## config.mk

```make
export PLATFORM = sky130hd
export DESIGN_NAME = rbcl_latch
export DESIGN_NICKNAME = d
export VERILOG_FILES = /design/src/rtl/rbcl_pkg.sv /design/src/rtl/rbcl_cfg_if.sv /design/src/rtl/rbcl_boot_decode.sv /design/src/rtl/rbcl_latch.sv
export SDC_FILE = /design/constraint.sdc
export NUM_CORES = 1
export LEC_CHECK = 0
export ABC_AREA = 1
export BUFFER_PORTS_ARGS = -buffer_cell sky130_fd_sc_hd__clkbuf_2
export CELL_PAD_IN_SITES_DETAIL_PLACEMENT = 1
export CELL_PAD_IN_SITES_GLOBAL_PLACEMENT = 1
export CORE_UTILIZATION = 35
export CTS_CLUSTER_SIZE = 20
export DETAILED_ROUTE_END_ITERATION = 8
export PLACE_DENSITY_LB_ADDON = 0.1
export SLEW_MARGIN = 20
export SYNTH_ARGS = -nofsm -noshare
export SYNTH_HDL_FRONTEND = slang
export SYNTH_HIERARCHICAL = 1
export SYNTH_SLANG_ARGS = --single-unit
export TNS_END_PERCENT = 30
```

## constraint.sdc

```tcl
create_clock -name clk -period 1.1 [get_ports clk]
set_clock_uncertainty 0.05 [all_clocks]
set_input_delay 0.11 -clock clk [delete_from_list [all_inputs] [get_ports clk]]
set_output_delay 0.11 -clock clk [all_outputs]
set_load 0.005 [all_outputs]
```

## src/rtl/rbcl_pkg.sv

```systemverilog
// Purpose: Constants and types for the reset boot configuration latch
// Assumes: Pins are static and synchronous to clk while reset is held
// Notes:   Field positions are bit indices of the expansion data word
package rbcl_pkg;

  // ----------------------------------------
  // Word layout
  // ----------------------------------------
  localparam int RBCL_BOOT_LSB = 0;
  localparam int RBCL_BOOT_W = 5;
  localparam int RBCL_ENDIAN_BIT = 8;
  localparam int RBCL_FIFO_RD_BIT = 9;
  localparam int RBCL_ARB_BIT = 10;
  localparam int RBCL_HOST_BIT = 11;
  localparam int RBCL_RW_POL_BIT = 12;
  localparam int RBCL_BURST_POL_BIT = 13;
  localparam int RBCL_MEMTYPE0_LSB = 16;
  localparam int RBCL_MEMTYPE_STEP = 4;
  localparam int RBCL_MEMTYPE_W = 3;

  // ----------------------------------------
  // Codes and reset values
  // ----------------------------------------
  localparam logic [2:0] RBCL_MT_ASYNC = 3'h2;
  localparam logic [2:0] RBCL_MT_FIFO = 3'h5;
  localparam logic [4:0] RBCL_BOOT_RST = 5'h00;
  localparam logic [31:0] RBCL_WORD_RST = 32'h0000_0000;
  localparam logic [4:0] RBCL_CODE_HOST_EXT = 5'h06;
  localparam logic [4:0] RBCL_CODE_HOST_INT = 5'h07;
  localparam logic [2:0] RBCL_LOW_LAST = 3'h5;

  typedef enum logic [1:0] {RBCL_MAP0, RBCL_MAP1, RBCL_MAP_NONE} rbcl_map_t;
  typedef enum logic [2:0] {
    RBCL_MEM_SDRAM8, RBCL_MEM_SDRAM16, RBCL_MEM_ASYNC, RBCL_MEM_SBHALF,
    RBCL_MEM_SBFULL, RBCL_MEM_INTERNAL, RBCL_MEM_EXTDEF, RBCL_MEM_UNDEF
  } rbcl_mem_t;
  typedef enum logic [2:0] {
    RBCL_BOOT_NONE, RBCL_BOOT_HOST, RBCL_BOOT_ROM8, RBCL_BOOT_ROM16,
    RBCL_BOOT_ROM32
  } rbcl_boot_t;
  typedef enum logic [1:0] {
    RBCL_MEMTYPE_ASYNC, RBCL_MEMTYPE_FIFO, RBCL_MEMTYPE_RSVD
  } rbcl_memtype_t;

endpackage

```

## src/rtl/rbcl_cfg_if.sv

```systemverilog
// Purpose: Carries the captured 5-bit boot code to the decoder
// Assumes: One clock domain
// Notes:   Capture side drives, decode side reads
`timescale 1ns/100ps
interface rbcl_cfg_if;
  logic [4:0] boot_code;
  modport src (output boot_code);
  modport dst (input boot_code);
endinterface

```

## src/rtl/rbcl_boot_decode.sv

```systemverilog
// Purpose: Registered decode of the 5-bit boot code
// Assumes: Code is held stable after reset release
// Notes:   Outputs come from flip-flops
`timescale 1ns/100ps
module rbcl_boot_decode
  import rbcl_pkg::*;
(
  // Clock and reset
  input wire logic clk,
  input wire logic nrst,
  // Captured code
  rbcl_cfg_if.dst cfg,
  // Decoded results
  output rbcl_map_t mem_map,
  output rbcl_mem_t addr0_memory,
  output rbcl_boot_t boot_process,
  output logic sdram_width_select
);

  rbcl_map_t next_map;
  rbcl_mem_t next_mem;
  rbcl_boot_t next_boot;
  logic [2:0] low;

  // ----------------------------------------
  // Code decode
  // ----------------------------------------
  always_comb begin
    low = cfg.boot_code[2:0];
    next_map = RBCL_MAP0;
    next_boot = RBCL_BOOT_NONE;
    case (low)
      3'h0: next_mem = RBCL_MEM_SDRAM8;
      3'h1: next_mem = RBCL_MEM_SDRAM16;
      3'h2: next_mem = RBCL_MEM_ASYNC;
      3'h3: next_mem = RBCL_MEM_SBHALF;
      3'h4: next_mem = RBCL_MEM_SBFULL;
      3'h5: begin
        next_mem = RBCL_MEM_INTERNAL;
        next_map = RBCL_MAP1;
      end
      3'h6: next_mem = RBCL_MEM_EXTDEF;
      default: begin
        next_mem = RBCL_MEM_INTERNAL;
        next_map = RBCL_MAP1;
      end
    endcase
    case (cfg.boot_code[4:3])
      2'h1: next_boot = RBCL_BOOT_ROM8;
      2'h2: next_boot = RBCL_BOOT_ROM16;
      2'h3: next_boot = RBCL_BOOT_ROM32;
      default: next_boot = RBCL_BOOT_NONE;
    endcase
    if (cfg.boot_code == RBCL_CODE_HOST_EXT ||
        cfg.boot_code == RBCL_CODE_HOST_INT) begin
      next_boot = RBCL_BOOT_HOST;
    end else if (low > RBCL_LOW_LAST) begin
      next_map = RBCL_MAP_NONE;
      next_mem = RBCL_MEM_UNDEF;
      next_boot = RBCL_BOOT_NONE;
    end
  end

  // ----------------------------------------
  // Output registers
  // ----------------------------------------
  always_ff @(posedge clk or negedge nrst) begin
    if (!nrst) begin
      mem_map <= RBCL_MAP0;
      addr0_memory <= RBCL_MEM_SDRAM8;
      boot_process <= RBCL_BOOT_NONE;
      sdram_width_select <= 1'b0;
    end else begin
      mem_map <= next_map;
      addr0_memory <= next_mem;
      boot_process <= next_boot;
      sdram_width_select <= (next_mem == RBCL_MEM_SDRAM16);
    end
  end

endmodule

```

## src/rtl/rbcl_latch.sv

```systemverilog
// Purpose: Captures boot and device configuration pins during reset
// Assumes: Board resistors hold the pins static; pins synchronous to clk
// Notes:   Device reset is a synchronous input sampled on clk
`timescale 1ns/100ps
module rbcl_latch
  import rbcl_pkg::*;
#(
  parameter int CLK_MODE_W = 2,
  parameter bit EXP_VARIANT = 1'b1
) (
  // Clock and resets
  input wire logic clk,
  input wire logic nrst,
  input wire logic dev_reset_n,
  // Configuration pins
  input wire logic [4:0] boot_code_pins,
  input wire logic [CLK_MODE_W-1:0] clock_mode_pins,
  input wire logic endian_select_pin,
  input wire logic [31:0] expansion_data_lines,
  // Bus role
  input wire logic bus_initiator,
  // Boot decode
  output rbcl_map_t mem_map,
  output rbcl_mem_t addr0_memory,
  output rbcl_boot_t boot_process,
  output logic sdram_width_select,
  output logic [4:0] boot_code,
  // Clock and endian
  output logic [CLK_MODE_W-1:0] pll_mult_select,
  output logic little_endian,
  // Device configuration
  output rbcl_memtype_t memory_type_field [4],
  output logic burst_last_active_high,
  output logic read_write_polarity,
  output logic host_mode_select,
  output logic arbiter_enable_field,
  output logic arbiter_status,
  output logic fifo_read_mode,
  output logic [2:0] ext_mem_reset_select
);

  initial begin
    if (CLK_MODE_W < 1 || CLK_MODE_W > 8) begin
      $error("rbcl_latch: CLK_MODE_W out of range");
    end
  end

  logic [31:0] word;
  logic endian_cap;
  logic [CLK_MODE_W-1:0] clk_mode_cap;
  logic [4:0] boot_pin_cap;
  rbcl_cfg_if cfg ();

  // ----------------------------------------
  // Capture while device reset is held
  // ----------------------------------------
  always_ff @(posedge clk or negedge nrst) begin
    if (!nrst) begin
      word <= RBCL_WORD_RST;
      endian_cap <= 1'b0;
      clk_mode_cap <= '0;
      boot_pin_cap <= RBCL_BOOT_RST;
    end else if (!dev_reset_n) begin
      word <= expansion_data_lines;
      endian_cap <= endian_select_pin;
      clk_mode_cap <= clock_mode_pins;
      boot_pin_cap <= boot_code_pins;
    end
  end

  // Held otherwise until next reset
  assign cfg.boot_code = EXP_VARIANT ?
    word[RBCL_BOOT_LSB +: RBCL_BOOT_W] : boot_pin_cap;

  rbcl_boot_decode u_dec (
    .clk(clk),
    .nrst(nrst),
    .cfg(cfg),
    .mem_map(mem_map),
    .addr0_memory(addr0_memory),
    .boot_process(boot_process),
    .sdram_width_select(sdram_width_select)
  );

  // ----------------------------------------
  // Memory type fields
  // ----------------------------------------
  genvar g;
  generate
    for (g = 0; g < 4; g++) begin : g_mt
      logic [2:0] mt;
      assign mt = word[RBCL_MEMTYPE0_LSB + g*RBCL_MEMTYPE_STEP +:
        RBCL_MEMTYPE_W];
      always_ff @(posedge clk or negedge nrst) begin
        if (!nrst) begin
          memory_type_field[g] <= RBCL_MEMTYPE_RSVD;
        end else if (mt == RBCL_MT_ASYNC) begin
          memory_type_field[g] <= RBCL_MEMTYPE_ASYNC;
        end else if (mt == RBCL_MT_FIFO) begin
          memory_type_field[g] <= RBCL_MEMTYPE_FIFO;
        end else begin
          memory_type_field[g] <= RBCL_MEMTYPE_RSVD;
        end
      end
    end
  endgenerate

  // ----------------------------------------
  // Device fields and endian
  // ----------------------------------------
  always_ff @(posedge clk or negedge nrst) begin
    if (!nrst) begin
      boot_code <= RBCL_BOOT_RST;
      pll_mult_select <= '0;
      little_endian <= 1'b0;
      burst_last_active_high <= 1'b0;
      read_write_polarity <= 1'b0;
      host_mode_select <= 1'b0;
      arbiter_enable_field <= 1'b0;
      arbiter_status <= 1'b0;
      fifo_read_mode <= 1'b0;
    end else begin
      boot_code <= cfg.boot_code;
      pll_mult_select <= clk_mode_cap;
      little_endian <= EXP_VARIANT ?
        word[RBCL_ENDIAN_BIT] : endian_cap;
      // Initiator always uses active low
      burst_last_active_high <= !bus_initiator &&
        word[RBCL_BURST_POL_BIT];
      read_write_polarity <= word[RBCL_RW_POL_BIT];
      host_mode_select <= word[RBCL_HOST_BIT];
      arbiter_enable_field <= word[RBCL_ARB_BIT];
      arbiter_status <= word[RBCL_ARB_BIT];
      fifo_read_mode <= word[RBCL_FIFO_RD_BIT];
    end
  end

  // ----------------------------------------
  // Memory interface reset selection
  // ----------------------------------------
  always_ff @(posedge clk or negedge nrst) begin
    if (!nrst) begin
      ext_mem_reset_select <= 3'h0;
    end else begin
      ext_mem_reset_select <= cfg.boot_code[2:0];
    end
  end

endmodule

```

==> PnR_summary.wiki <==
{| class="wikitable"
! Metric !! Value
|-
| Timing-limited maximum frequency || 910.9 MHz
|-
| Average detailed-routed wire length per instance || 10.59 um
|-
| GRT Overall Usage || 0.1378
|-
| Area of the die || 0.005901 sq mm
|-
| Power per Cell Area || 1448 mW/mm^2
|-
| Chip Height || 76.82 um
|-
| Final net count || 317
|-
| Critical path startpoint category || register
|-
| Via count of the routed design || 1,420
|-
| Antenna Diode Count || 0
|-
| Clk slew on worst S/H paths || 90 ps
|-
| Worst path max stage delay || 540 ps
|-
| Netlist area before placement || 0.001959 sq mm
|-
| Final clock period utilization by the worst path || 0.9980
|-
| Fraction of the yosys area taken by sequential cells || 0.7050
|-
| Share of async-settable or async-resettable flops after synthesis || 1.000
|-
| First-pass detailed-route iteration total || 4
|-
| Clock insertion delay at the later pin of the skew report || 300 ps
|-
| Area leader, netlist || sky130_fd_sc_hd__dfrtp_1
|-
| Gate Count Post-Synth || 185
|-
| GR Util met3 || 0.03452
|-
| Most common cell in the netlist || sky130_fd_sc_hd__dfrtp_1
|-
| Width of the die || 76.82 um
|-
| Chain of cells forming the critical path || clkbuf_2
|-
| Minimum clock period after layout || 1098 ps
|-
| EDFF count, synth || 0
|-
| Synthesis warning total || 6
|-
| Total half-perimeter wirelength after legalization and detailed placement || 2.355 mm
|-
| Sinks on Clock Net || 55
|-
| Clock tree from TritonCTS || done
|-
| Antenna violations before repair || 0
|-
| Post-detailed-route count of antenna-violating nets || 0
|-
| Cell area after layout || 0.002668 sq mm
|-
| Number of global-route vias before repair || 1,439
|-
| Initial core utilization || 0.3741
|-
| Primary flip-flop cell chosen by synthesis mapping || sky130_fd_sc_hd__dfrtp_1
|-
| Number of DRC violations after detailed-routing iteration 0 || 28
|-
| PostCTS Resize Cnt || 0
|-
| First-pass GRT wire length || 6.354 mm
|-
| Met2 GRT Util || 0.2348
|-
| Core footprint || 0.005238 sq mm
|-
| Average instance area after synthesis || 10.59 sq um
|-
| Top cell types by occurrence after synthesis || sky130_fd_sc_hd__dfrtp_1 (51), sky130_fd_sc_hd__nand2_1 (33), sky130_fd_sc_hd__inv_1 (30)
|-
| Setup repair after global routing missed its margin || true
|-
| Final Max Tran Viols || 0
|-
| Met1 Usage GRT || 0.1624
|-
| Setup_tns || 0 ps
|-
| Largest delay contributor family on the critical path || flip-flops
|-
| Category of the worst setup path capture point || output pin
|-
| Synthesized-area fraction occupied by ao, oa, aoi and oai cells || 0.07152
|-
| Clock root cell || sky130_fd_sc_hd__clkbuf_8
|-
| Cell with the largest stage delay on the worst path || sky130_fd_sc_hd__dfstp_2
|-
| Maximum buffer depth of the clock tree || 2
|-
| Total grt overflow || 0
|-
| Start-to-end type of the worst setup path || reg2out
|-
| Pin count of the biggest net entering global routing || 56
|-
| Number of non-filler instances in the completed layout || 342
|-
| Port Buffers || 62
|-
| Final hold violation count || 0
|-
| Number of levels in the clock H-tree || 2
|-
| Post-synthesis simple-gate area fraction || 0.1201
|-
| Number of buffers added by the clock tree synthesis step || 5
|-
| # Max-Cap Violations || 0
|-
| Min-delay worst type || in2reg
|-
| Net count after synthesis || 231
|-
| Required arrival time at the worst endpoint || 940 ps
|-
| Total routed wirelength || 3.621 mm
|-
| Routability congestion estimate from global placement || 0.6900
|-
| Worst slew slack as a fraction of its limit || 0.8154
|-
| Synthesized-area fraction occupied by xor and xnor cells || 0
|-
| Layout filler cell count || 606
|-
| Slew of the pin with the lowest slew margin || 276.8 ps
|-
| Top post-synthesis cells by area || sky130_fd_sc_hd__dfrtp_1 (65%), sky130_fd_sc_hd__nand2_1 (6.3%), sky130_fd_sc_hd__inv_1 (5.7%), sky130_fd_sc_hd__dfstp_2 (5.4%), sky130_fd_sc_hd__nor2_1 (4.2%)
|-
| DRC violations left || 0
|-
| Worst VDD drop || 650.2 uV
|-
| Combinational family with the most area after synthesis || simple AND/OR/NAND/NOR gates
|-
| IO Count || 78
|-
| Cell Rows || 26
|-
| Count of buffering cells on the critical path with inverters included || 1
|-
| Max FO, Critical Path || 1
|-
| Peak-usage layer in the global routing report || met2
|-
| Mux cell area share after synthesis || 0
|-
| Arithmetic-cell share of the synthesized area counting full adders, half adders and majority gates || 0.01277
|-
| Syn-to-layout area delta || 36.14%
|-
| Final setup fails || 0
|-
| Share of final-layout standard cells stronger than drive strength 1 || 0.2868
|-
| Via-per-instance ratio || 4.152
|-
| Total of flip-flops plus latches after synthesis || 55
|-
| Run status || complete, no violations
|-
| Fraction of synthesized cell area taken by the top area cell type || 0.6513
|-
| Count of different cell masters after synthesis || 17
|-
| Leakage power || 1.448 nW
|-
| Placed insts || 309
|-
| Arrival time at the worst endpoint || 940 ps
|-
| Standard cell area after detailed placement || 0.002336 sq mm
|}
## worst paths after layout
check	from	endpoint	slack, ps	cells after the start
max	memory_type_field[1]	memory_type_field[1]	2	1
min	expansion_data_lines[20]	word[20]	2	3
max reg2reg	word[3]	u_dec/boot_process[0]	80	4
min reg2reg	word[9]	fifo_read_mode	330	0
max in group asynchronous	nrst	memory_type_field[1]	420	3
min in group asynchronous	nrst	u_dec/addr0_memory[0]	300	3
## metrics by stage
stage	hold WS [ps]	power, mW	util	setup WS, ps
2_1_floorplan	-235.6	2.561	-	164.5
3_3_place_gp	84.89	2.802	0.4460	112.8
3_5_place_dp	85.80	2.817	0.4460	89.28
4_1_cts	1.643	3.948	0.5093	-18.21
5_1_grt	4.149	4.102	0.5093	-39.06
6_report	2.090	3.863	0.5093	2.149
## state kept, by name, indices dropped and copies added, names as in the netlist
register,flops
host_mode_select,1
u_dec/sdram_width_select,1
clk_mode_cap,2
u_dec/mem_map,2
little_endian,1
fifo_read_mode,1
arbiter_status,1
boot_code,5
pll_mult_select,2
read_write_polarity,1
u_dec/addr0_memory,3
u_dec/boot_process,3
burst_last_active_high,1
memory_type_field,8
word,23
## logic make-up (layout without fill, tap and decap cells)
kind of cell | after synthesis | after routing
simple gates | 59 | 59
compound gates | 28 | 28
buf+inv | 41 | 128
flops | 55 | 55
fa+ha+maj | 2 | 2
## layout make-up
type | instances | area (sq um) | share of cell area
Inverter | 31 | 116.4 | 0.04362
Timing Repair Buffer | 89 | 600.6 | 0.2251
Tap cell | 70 | 87.58 | 0.03283
Sequential cell | 55 | 1381 | 0.5178
Clock inverter | 1 | 5.005 | 0.001876
Clock buffer | 7 | 76.32 | 0.02861
Multi-Input combinational cell | 89 | 400.4 | 0.1501
## cell usage in the layout, fill, tap and decap left out, drive strengths merged
cell type,n
ha,2
clkbuf,69
dfrtp,51
nor3,1
o21ai,13
dfstp,4
nor2,24
inv,31
dlygate4sd3,25
nand2,34
buf,2
clkinv,1
a21oi,15
## routing by layer
metal,vias up,wire [um]
met1,657,1527
met4,0,59
met2,38,1865
met5,-,0
met3,5,169
li1,720,-
## report_power, final
part / internal [mW] / switching (mW)
Sequential: 2.22 / 0.0882
Clock: 0.448 / 0.582
Combinational: 0.263 / 0.261
Total: 2.93 / 0.931
## what timing repair did
| item | 4_1_cts | 5_1_grt |
|---|---|---|
| hold buffers | 25 | 0 |
| buffers inserted | 0 | 0 |
| setup endpoints to repair | 2 | 2 |
| cloned | 0 | 0 |
| hold endpoints to repair | 75 | 0 |
(Power assumes the default switching activity.)
